$ cat src/hw_setup_pkg.sv
// constants, field layouts and carrier types for the hardware setup register bank
// assumes an APB master with 32-bit data; one register per aligned word
// Functional notes
// - encoder-ready and decoder-need flags go high when their events are pending.
// - phrase-queue-empty flag rises when the next phrase number is needed.
// - port-change flag is 1 only while an unmasked port input change is held.
// - driver selects: 0 gives open-drain pins, 1 gives push-pull pins.
// - flash-ready pull-up select is inverted: 0 enables the pull-up.
// - separate bits enable the auxiliary oscillator and the calendar clock.
// - converter clock source: 0 main oscillator, 1 external clock input.
// - sleep-state bit is read-only: 0 active, 1 in power-down.
// - port mode bits 7:6: 00 normal, 01 static, 10 multiplex, 11 reserved.
// - tracking bit enables clock tracking; rate bit picks 8 or 16 kHz sync.
// - master sync select: 0 converter frame sync, 1 external frame sync.
// - crystal bits 2:1 pick factor 5, 4.5 or 4; 11 reserved.
// - serial interface select: 0 time-division interface, 1 simple serial.
// - memory pin drive: 0 push-pull, 1 pull-up/down during reset and sleep.
// - transmit edge 0 rising/1 falling; receive edge 0 falling/1 rising.
// - refresh field: 64, 32, 16 or 8 kHz for codes 00 to 11.
// - slow crystal mode 1 assumes a 15.368 MHz crystal.
// - serial flash select routes memory data lines 0-7 to serial flash.
// - mixed-port bit turns address lines 8-11 into flash selects.
// - reset-affected registers reload defaults on reset or wake-up; others keep.
// - reading the event collect register clears it and the port-change flag.
package hw_setup_pkg;
  localparam logic [7:0] ADDR_STATUS = 8'h00;
  localparam logic [7:0] ADDR_SETUP0 = 8'h04;
  localparam logic [7:0] ADDR_SETUP1 = 8'h08;
  localparam logic [7:0] ADDR_SETUP2 = 8'h0C;
  localparam logic [7:0] ADDR_SETUP3 = 8'h10;
  localparam logic [7:0] ADDR_EVENT = 8'h14;
  // status bit positions; status_view places the data flag at bit 3
  localparam int ST_PORT_CHANGE = 0;
  localparam int ST_PHRASE_EMPTY = 1;
  localparam int ST_DATA_FLAG = 2;
  // setup 0 positions
  localparam int S0_SLEEP = 0;
  localparam int S0_CONV_SRC = 1;
  localparam int S0_CALENDAR = 2;
  localparam int S0_AUX_CRYSTAL_FREQ_SEL = 3;
  localparam int S0_LINK_DRV = 4;
  localparam int S0_FLASH_PU = 5;
  localparam int S0_IRQ_DRV = 6;
  localparam int S0_SDX_DRV = 7;
  localparam logic [7:0] S0_WRITABLE = 8'hFE;
  localparam logic [7:0] S2_WRITABLE = 8'hE3;
  localparam logic [7:0] S3_WRITABLE = 8'h1C;
  // reset values
  localparam logic [7:0] SETUP0_RST = 8'h00;
  localparam logic [7:0] SETUP1_RST = 8'h00;
  localparam logic [7:0] SETUP2_RST = 8'h00;
  localparam logic [7:0] SETUP3_RST = 8'h00;
  localparam logic [15:0] EVENT_RST = 16'h0000;

  typedef enum logic [1:0] {PORT_NORMAL, PORT_STATIC, PORT_MUX, PORT_RSVD} port_mode_t;

  typedef struct packed {
    logic serial_out_drive_sel;
    logic irq_pin_drive_sel;
    logic flash_ready_pullup_off;
    logic serial_link_drive_sel;
    logic aux_crystal_enable;
    logic calendar_enable;
    logic conv_clk_src_sel;
    port_mode_t aux_port_mode;
    logic conv_clk_tracking;
    logic conv_rate_double;
    logic master_sync_sel;
    logic [1:0] crystal_freq_sel;
    logic alt_serial_sel;
    logic mem_pin_drive_sel;
    logic tx_edge_sel;
    logic rx_edge_sel;
    logic [1:0] refresh_rate;
    logic slow_crystal_mode;
    logic serial_flash_sel;
    logic mixed_port_sel;
  } hw_cfg_t;

  typedef struct packed {
    logic encoder_out_ready_flag;
    logic decoder_need_flag;
    logic phrase_queue_empty_flag;
    logic port_change_flag;
  } status_flags_t;
endpackage

$ cat src/hw_config_status_regs.sv
// APB register bank for device status and hardware setup
// assumes event inputs are synchronous pulses/levels on pclk
//
// The APB interface to the registers and the register offsets were decided locally.
`timescale 1ns/1ps
module hw_config_status_regs (
  // apb
  input wire logic pclk,
  input wire logic presetn,
  input wire logic psel,
  input wire logic penable,
  input wire logic pwrite,
  input wire logic [7:0] paddr,
  input wire logic [31:0] pwdata,
  output logic [31:0] prdata,
  output logic pready,
  output logic pslverr,
  // device events
  input wire logic encoder_data_pending,
  input wire logic decoder_data_wanted,
  input wire logic phrase_wanted,
  input wire logic [15:0] port_match,
  input wire logic sleeping,
  input wire logic wake_up,
  // configuration outputs
  output hw_setup_pkg::hw_cfg_t cfg,
  output hw_setup_pkg::status_flags_t flags
);
  logic [7:0] hw_setup_zero;
  logic [7:0] hw_setup_one;
  logic [7:0] hw_setup_two;
  logic [7:0] hw_setup_three;
  logic [15:0] pin_event_collect;
  logic sleep_q;

  wire access = psel && penable;
  wire wr = access && pwrite;
  wire rd = access && !pwrite;
  wire hit_st = paddr == hw_setup_pkg::ADDR_STATUS;
  wire hit0 = paddr == hw_setup_pkg::ADDR_SETUP0;
  wire hit1 = paddr == hw_setup_pkg::ADDR_SETUP1;
  wire hit2 = paddr == hw_setup_pkg::ADDR_SETUP2;
  wire hit3 = paddr == hw_setup_pkg::ADDR_SETUP3;
  wire hit_ev = paddr == hw_setup_pkg::ADDR_EVENT;
  wire mapped = hit_st | hit0 | hit1 | hit2 | hit3 | hit_ev;
  // status and setup zero are read-only/mixed; writes to status are refused
  wire bad = !mapped || (pwrite && hit_st);
  wire ev_read = rd && hit_ev && !pready;
  wire [15:0] next_events = ev_read ? port_match : (pin_event_collect | port_match);
  wire [7:0] setup0_view = (hw_setup_zero & hw_setup_pkg::S0_WRITABLE) | {7'h00, sleep_q};
  wire [15:0] status_view = {12'h000, flags.encoder_out_ready_flag | flags.decoder_need_flag,
                             1'b0, flags.phrase_queue_empty_flag, flags.port_change_flag};
  wire [31:0] read_mux = hit_st ? {16'h0000, status_view} :
                         hit0 ? {24'h000000, setup0_view} :
                         hit1 ? {24'h000000, hw_setup_one} :
                         hit2 ? {24'h000000, hw_setup_two} :
                         hit3 ? {24'h000000, hw_setup_three} :
                         hit_ev ? {16'h0000, pin_event_collect} : 32'h0000_0000;
  wire wake_clear = wake_up;

  // one wait state: pready rises in the second access cycle
  always_ff @(posedge pclk or negedge presetn) begin
    if (!presetn) begin
      pready <= 1'b0;
      pslverr <= 1'b0;
      prdata <= 32'h0000_0000;
    end else begin
      pready <= access && !pready;
      pslverr <= access && !pready && bad;
      prdata <= (rd && !pready && !bad) ? read_mux : 32'h0000_0000;
    end
  end

  always_ff @(posedge pclk or negedge presetn) begin
    if (!presetn) begin
      hw_setup_zero <= hw_setup_pkg::SETUP0_RST;
      hw_setup_one <= hw_setup_pkg::SETUP1_RST;
      hw_setup_two <= hw_setup_pkg::SETUP2_RST;
      hw_setup_three <= hw_setup_pkg::SETUP3_RST;
    end else if (wake_clear) begin
      hw_setup_zero <= hw_setup_pkg::SETUP0_RST;
      hw_setup_one <= hw_setup_pkg::SETUP1_RST;
      hw_setup_two <= hw_setup_pkg::SETUP2_RST;
      hw_setup_three <= hw_setup_pkg::SETUP3_RST;
    end else if (wr && !pready) begin
      if (hit0) hw_setup_zero <= pwdata[7:0] & hw_setup_pkg::S0_WRITABLE;
      if (hit1) hw_setup_one <= pwdata[7:0];
      if (hit2) hw_setup_two <= pwdata[7:0] & hw_setup_pkg::S2_WRITABLE;
      if (hit3) hw_setup_three <= pwdata[7:0] & hw_setup_pkg::S3_WRITABLE;
    end
  end

  // events arriving in the read cycle survive the clear
  always_ff @(posedge pclk or negedge presetn) begin
    if (!presetn) begin
      pin_event_collect <= hw_setup_pkg::EVENT_RST;
      sleep_q <= 1'b0;
      flags <= '0;
    end else begin
      pin_event_collect <= next_events;
      sleep_q <= sleeping;
      flags.encoder_out_ready_flag <= encoder_data_pending;
      flags.decoder_need_flag <= decoder_data_wanted;
      flags.phrase_queue_empty_flag <= phrase_wanted;
      flags.port_change_flag <= |next_events;
    end
  end

  // setup fields to the pins' control logic
  always_ff @(posedge pclk or negedge presetn) begin
    if (!presetn) begin
      cfg <= '0;
    end else begin
      cfg.serial_out_drive_sel <= hw_setup_zero[hw_setup_pkg::S0_SDX_DRV];
      cfg.irq_pin_drive_sel <= hw_setup_zero[hw_setup_pkg::S0_IRQ_DRV];
      cfg.flash_ready_pullup_off <= hw_setup_zero[hw_setup_pkg::S0_FLASH_PU];
      cfg.serial_link_drive_sel <= hw_setup_zero[hw_setup_pkg::S0_LINK_DRV];
      cfg.aux_crystal_enable <= hw_setup_zero[hw_setup_pkg::S0_AUX_CRYSTAL_FREQ_SEL];
      cfg.calendar_enable <= hw_setup_zero[hw_setup_pkg::S0_CALENDAR];
      cfg.conv_clk_src_sel <= hw_setup_zero[hw_setup_pkg::S0_CONV_SRC];
      cfg.aux_port_mode <= hw_setup_pkg::port_mode_t'(hw_setup_one[7:6]);
      cfg.conv_clk_tracking <= hw_setup_one[5];
      cfg.conv_rate_double <= hw_setup_one[4];
      cfg.master_sync_sel <= hw_setup_one[3];
      cfg.crystal_freq_sel <= hw_setup_one[2:1];
      cfg.alt_serial_sel <= hw_setup_one[0];
      cfg.mem_pin_drive_sel <= hw_setup_two[7];
      cfg.tx_edge_sel <= hw_setup_two[6];
      cfg.rx_edge_sel <= hw_setup_two[5];
      cfg.refresh_rate <= hw_setup_two[1:0];
      cfg.slow_crystal_mode <= hw_setup_three[4];
      cfg.serial_flash_sel <= hw_setup_three[3];
      cfg.mixed_port_sel <= hw_setup_three[2];
    end
  end

  chk_ready_one_cycle: assert property (@(posedge pclk) disable iff (!presetn)
    (access && !pready) |=> pready) else $error("pready late");
  chk_sleep_read: assert property (@(posedge pclk) disable iff (!presetn)
    sleeping |=> setup0_view[0]) else $error("sleep bit wrong");
  chk_sleep_low: assert property (@(posedge pclk) disable iff (!presetn)
    !sleeping |=> !setup0_view[0]) else $error("sleep bit set while active");
  // the stored copy of the sleep bit can never be written by software
  chk_sleep_stored: assert property (@(posedge pclk) disable iff (!presetn)
    hw_setup_zero[hw_setup_pkg::S0_SLEEP] == 1'b0) else $error("sleep bit writable");
  chk_event_clear: assert property (@(posedge pclk) disable iff (!presetn)
    (ev_read && port_match == 16'h0000) |=> pin_event_collect == 16'h0000)
    else $error("event not cleared");
  chk_port_flag: assert property (@(posedge pclk) disable iff (!presetn)
    (|port_match) |=> flags.port_change_flag) else $error("port flag mismatch");
  chk_port_quiet: assert property (@(posedge pclk) disable iff (!presetn)
    (ev_read && port_match == 16'h0000) |=> !flags.port_change_flag)
    else $error("port flag not cleared");
  chk_port_hold: assert property (@(posedge pclk) disable iff (!presetn)
    (flags.port_change_flag && !ev_read) |=> flags.port_change_flag)
    else $error("port flag dropped");
  chk_zero_bits: assert property (@(posedge pclk) disable iff (!presetn)
    hw_setup_two[4:2] == 3'b000 && hw_setup_three[7:5] == 3'b000
    && hw_setup_three[1:0] == 2'b00) else $error("fixed zero bit set");
  chk_wake_default: assert property (@(posedge pclk) disable iff (!presetn)
    wake_up |=> hw_setup_one == hw_setup_pkg::SETUP1_RST) else $error("wake not reset");
  chk_wake_all: assert property (@(posedge pclk) disable iff (!presetn)
    wake_up |=> hw_setup_zero == hw_setup_pkg::SETUP0_RST
    && hw_setup_two == hw_setup_pkg::SETUP2_RST
    && hw_setup_three == hw_setup_pkg::SETUP3_RST) else $error("wake not reset all");
  chk_data_flags: assert property (@(posedge pclk) disable iff (!presetn)
    encoder_data_pending |=> flags.encoder_out_ready_flag) else $error("data flag");
  chk_dec_flag: assert property (@(posedge pclk) disable iff (!presetn)
    decoder_data_wanted |=> flags.decoder_need_flag) else $error("decoder flag");
  chk_flags_low: assert property (@(posedge pclk) disable iff (!presetn)
    (!encoder_data_pending && !decoder_data_wanted) |=>
    (!flags.encoder_out_ready_flag && !flags.decoder_need_flag)) else $error("data flag stuck");
  // error answers only ever travel with the ready pulse
  chk_err_pair: assert property (@(posedge pclk) disable iff (!presetn)
    pslverr |-> pready) else $error("error without ready");
  chk_status_wr: assert property (@(posedge pclk) disable iff (!presetn)
    (wr && hit_st && !pready) |=> pslverr) else $error("status write accepted");
  chk_rdata_idle: assert property (@(posedge pclk) disable iff (!presetn)
    !pready |-> prdata == 32'h0000_0000) else $error("read data outside answer");
  chk_drive_sel: assert property (@(posedge pclk) disable iff (!presetn)
    (wr && hit0 && !pready && !wake_up ##1 !wake_up) |=>
    cfg.serial_out_drive_sel == $past(pwdata[7], 2)) else $error("drive select");
  chk_pullup_sense: assert property (@(posedge pclk) disable iff (!presetn)
    (wr && hit0 && !pready && !wake_up ##1 !wake_up) |=>
    cfg.flash_ready_pullup_off == $past(pwdata[5], 2)) else $error("pull-up select");
  chk_crystal_freq_sel_field: assert property (@(posedge pclk) disable iff (!presetn)
    (wr && hit1 && !pready && !wake_up ##1 !wake_up) |=>
    cfg.crystal_freq_sel == $past(pwdata[2:1], 2)) else $error("crystal field");
  chk_refresh_field: assert property (@(posedge pclk) disable iff (!presetn)
    (wr && hit2 && !pready && !wake_up ##1 !wake_up) |=>
    cfg.refresh_rate == $past(pwdata[1:0], 2)) else $error("refresh field");
  chk_flash_sel: assert property (@(posedge pclk) disable iff (!presetn)
    (wr && hit3 && !pready && !wake_up ##1 !wake_up) |=>
    cfg.serial_flash_sel == $past(pwdata[3], 2)) else $error("flash select");
  chk_phrase_flag: assert property (@(posedge pclk) disable iff (!presetn)
    phrase_wanted |=> flags.phrase_queue_empty_flag) else $error("phrase flag");
  chk_mode_field: assert property (@(posedge pclk) disable iff (!presetn)
    (wr && hit1 && !pready && !wake_up ##1 !wake_up) |=>
    cfg.aux_port_mode == hw_setup_pkg::port_mode_t'($past(pwdata[7:6], 2)))
    else $error("mode field");
endmodule

$ cat config.mk
export PLATFORM = sky130hd
export DESIGN_NAME = hw_config_status_regs
export DESIGN_NICKNAME = d
export VERILOG_FILES = /design/src/hw_setup_pkg.sv /design/src/hw_config_status_regs.sv
export SDC_FILE = /design/constraint.sdc
export NUM_CORES = 1
export LEC_CHECK = 0
export BUFFER_PORTS_ARGS = -buffer_cell sky130_fd_sc_hd__buf_4
export CORE_ASPECT_RATIO = 0.5
export CORE_UTILIZATION = 40
export DETAILED_ROUTE_END_ITERATION = 8
export PLACE_DENSITY_LB_ADDON = 0.08
export RECOVER_POWER = 25
export SKIP_LAST_GASP = 1
export SYNTH_ARGS = -nofsm -noshare
export SYNTH_HDL_FRONTEND = slang
export SYNTH_SLANG_ARGS = --single-unit
$ cat constraint.sdc
create_clock -name pclk -period 1.91 [get_ports pclk]
set_clock_uncertainty 0.1 [all_clocks]
set_input_delay 0.0955 -clock pclk [delete_from_list [all_inputs] [get_ports pclk]]
set_output_delay 0.0955 -clock pclk [all_outputs]
set_load 0.02 [all_outputs]
==> results by group <==
Clock tree
  – Clock net sink count: 85
  – Register clock-pin slew on the reported worst setup and hold paths: approximately 60 ps
  – CTS hold repair buffers: 29
  – Number of buffers created by CTS: 9
  – CTS H-Tree Depth: 3
  – Root Buffer Master: clkbuf_16
  – Later-pin clock latency in the skew report: ~330 ps
  – CTS tree: done
  – Post-CTS sizing: 0
  – Clock Tree Buf Depth: 2
  – Setup repair bufs after CTS: 0

Die
  – Initial Util: 0.419
  – Floorplan die area: 8940 um2
  – Die W: around 130 um
  – Floorplan Core Area: 8140 um2
  – Number of placement rows: 23
  – Die boundary height: about 67 um
  – Ports: approximately 130

Global route
  – Via count of the first global-routing pass: between 2000 and 2500
  – Maximum number of pins on one net before global-route repair: 45
  – Antenna violations before repair: 0
  – Total gr overflow: 0
  – Gr usage total: 0.203
  – Global-route wire length before repair: 13200 um

Setup path
  – Worst Setup Start Kind: register
  – Arrival time of the worst setup path: 1800 ps
  – Reg-to-Reg Start: pready
  – Setup slack of the most critical reg-to-reg path: 210 ps
  – Kind of capture point of the worst setup path: register
  – Highest fanout seen on the critical path: 8
  – Worst reg-to-reg path cell count: 6
  – R2R Path End: hw_setup_one[2]
  – Worst Path Class, Setup: register to register
  – Worst setup endpoint: hw_setup_one[2]
  – Worst setup path startpoint: pready
  – Required @ worst endpoint: around 2000 ps

Synthesis
  – Mapped Avg Cell Area: 12.5 um2
  – Number of synthesized flops with an enable pin: 0
  – Synth Area in Adders: 0
  – Fraction of the mapped netlist area in simple logic gates: 0.162
  – Flip-flop cell with the highest count after synthesis: dfrtp_1
  – Synthesis-stage register bit count: 85
  – Combinational family with the most area after synthesis: simple AND/OR/NAND/NOR gates
  – Cell area after technology mapping: 3420 um2
  – Register area share after synthesis: 0.623
  – Number of different library cells in the post-synthesis netlist: 40
  – Main area contributors after synthesis: dfrtp_1 62%, mux2i_1 7.6%, a21o_1 3.7%
  – Compound-gate portion of the synthesized area: 0.0799
  – Multiplexer area fraction after synthesis: 0.0795
  – Synth Instances: 274
  – Most frequent cells after synthesis: 85 x dfrtp_1, 30 x nor2_1, 26 x mux2i_1
  – Post-synth top area cell: dfrtp_1
  – Synthesized-area fraction occupied by xor and xnor cells: 0
  – Most common cell in the synthesized netlist: dfrtp_1
  – Area fraction of the dominant cell type after synthesis: 0.623
  – FFs w/ async S/R, synth: 1.00
  – Total of warnings raised by yosys: 0

Job
  – Max-cap violations: 0

Placement
  – Post-DP HPWL: slightly below 6000 um
  – Routability-driven placement congestion ratio: 0.757
  – Number of port buffers: 86

Worst hold path
  – Worst hold path type: input pin to register

Drt
  – Drt drc: 0
  – Final routed wire length divided by cell count: between 15 and 20 um
  – First-pass DRT Iterations: 4
  – DRT iter0 DRCs: 86
  – Routed Wire Length: between 8000 and 9000 um
  – Vias per std cell: ~4.7
  – Number of nets with antenna violations after detailed routing: 0
  – Total via count after detailed routing: ~2500

Timing
  – Fraction of the cycle the final worst path needs: 0.889
  – Final setup violating endpoints: 0
  – Setup TNS: 0 ps
  – Final Max Tran Viols: 0
  – Unrepaired setup endpoints after global routing: false
  – Relative slew margins: 0.195
  – Peak clock frequency supported by timing: 0.589 GHz
  – Slew at the pin closest to its max-slew limit: 1210 ps
  – Final min period: ~1700 ps
  – Final Hold Vio Count: 0

Layout
  – Area Overhead vs Synth: 42.7%
  – Layout filler cell count: 666
  – Footprint of the multi-input gates: between 1000 and 1500 um2
  – Area used by sequential logic in the layout: between 2000 and 2500 um2
  – Number of nets in the layout: 470
  – Layout cell share with drive strength beyond 1: 0.308
  – N_diodes: 0
  – Share of the core filled with cells in the final layout: 0.598

Power
  – Peak ir drop on the vdd network: ~0.5 mV
  – Power per Cell Area: roughly 820 nW/um2
  – Lkg Pwr: between 2 and 2.5 nW

Status
  – Result of the run: completed
==> through the flow <==
step | hold WS (ps) | worst slack [ps] | power, mW | instance area, um2 | instances
floorplan | -300 | -49.3 | 1.97 | 3470 | 289
global placement | -99.5 | 16.9 | 2.10 | 4260 | 476
detailed placement | -97.4 | -15.9 | 2.11 | 4260 | 476
CTS | 10.1 | 201 | 4.04 | 4880 | 521
global route | 23.4 | 105 | 4.16 | 4870 | 521
finish | 24.4 | 213 | 4.00 | 4870 | 521
==> worst min path at each step <==
| stage | from | endpoint | slack (ps) | cells past startpoint |
|---|---|---|---|---|
| 2_1_floorplan | presetn | cfg[0] | -300 | 0 |
| 3_3_place_gp | presetn | cfg[18] | -100 | 1 |
| 3_5_place_dp | presetn | cfg[11] | -100 | 1 |
| 4_1_cts | wake_up | hw_setup_two[0] | 10 | 2 |
| 5_1_grt | wake_up | hw_setup_one[0] | 20 | 2 |
| 6_report | wake_up | hw_setup_zero[3] | 20 | 2 |
==> layer usage <==
metal	vias to the layer above	GRT usage	wire length, um
met5	-	0	0
met4	0	0.0517	37
met3	4	0.0616	463
met2	74	0.314	3770
met1	1197	0.282	3920
li1	1192	-	-
==> placed cells by master (no fill, tap or decap), types with 2 or more instances in the layout <==
cell type      instances
a31oi_1                3
clkbuf_8               2
o22ai_1                3
dlygate4sd3_1         29
conb_1                16
buf_4                 93
a21oi_1                9
inv_1                  5
nor2b_1                4
nand4_1                2
nor2_1                30
nor3b_1                2
a211oi_1               4
clkbuf_4               4
nor4_1                 8
bufinv_16              2
a311oi_1               2
nor3_1                 2
clkbuf_16              9
nor4_4                 3
and2_1                 8
mux2i_1               26
or4bb_1                2
a21o_1                17
or2_2                  2
nand2b_1               2
dfrtp_1               85
nand2_1                4
buf_12                 4
nand3_1                9
clkbuf_1               3
==> report_power, final <==
part	leakage (nW)	internal, mW	switching (mW)	total (mW)
logic	0.984	0.137	0.170	0.307
clock network	0.156	1.22	0.666	1.88
registers	1.09	1.81	0.00319	1.81
total	2.23	3.16	0.839	4.00
==> worst max-delay path: stages (launching register included) <==
cell and delay (ps):
dfrtp_1 370, nand3b_1 210, buf_4 200, nor4_4 260, buf_12 180, mux2i_1 200, nor2_1 60
==> cells by family (layout without fill, tap and decap cells) <==
family | after synthesis | count (layout)
flip-flops | 85 | 85
buffers and inverters | 32 | 152
AO/OA/AOI/OAI | 40 | 40
other | 1 | 16
multiplexers | 27 | 27
AND/OR/NAND/NOR | 89 | 89
==> layout make-up <==
type,instances,share of cell area
multi-input cells,172,0.237
repair buffers,131,0.226
inverters,5,0.00385
clock inverters,3,0.0139
clock buffers,13,0.0534
well taps,112,0.0288
flip-flops and latches,85,0.436
==> state kept, by name, indices dropped and copies added, names as in the netlist, 3 cells and up <==
signal,count
cfg,23
flags,4
hw_setup_one,8
hw_setup_three,3
hw_setup_two,5
hw_setup_zero,7
pin_event_collect,16
prdata,16
Power figures use the tool's default switching activity.
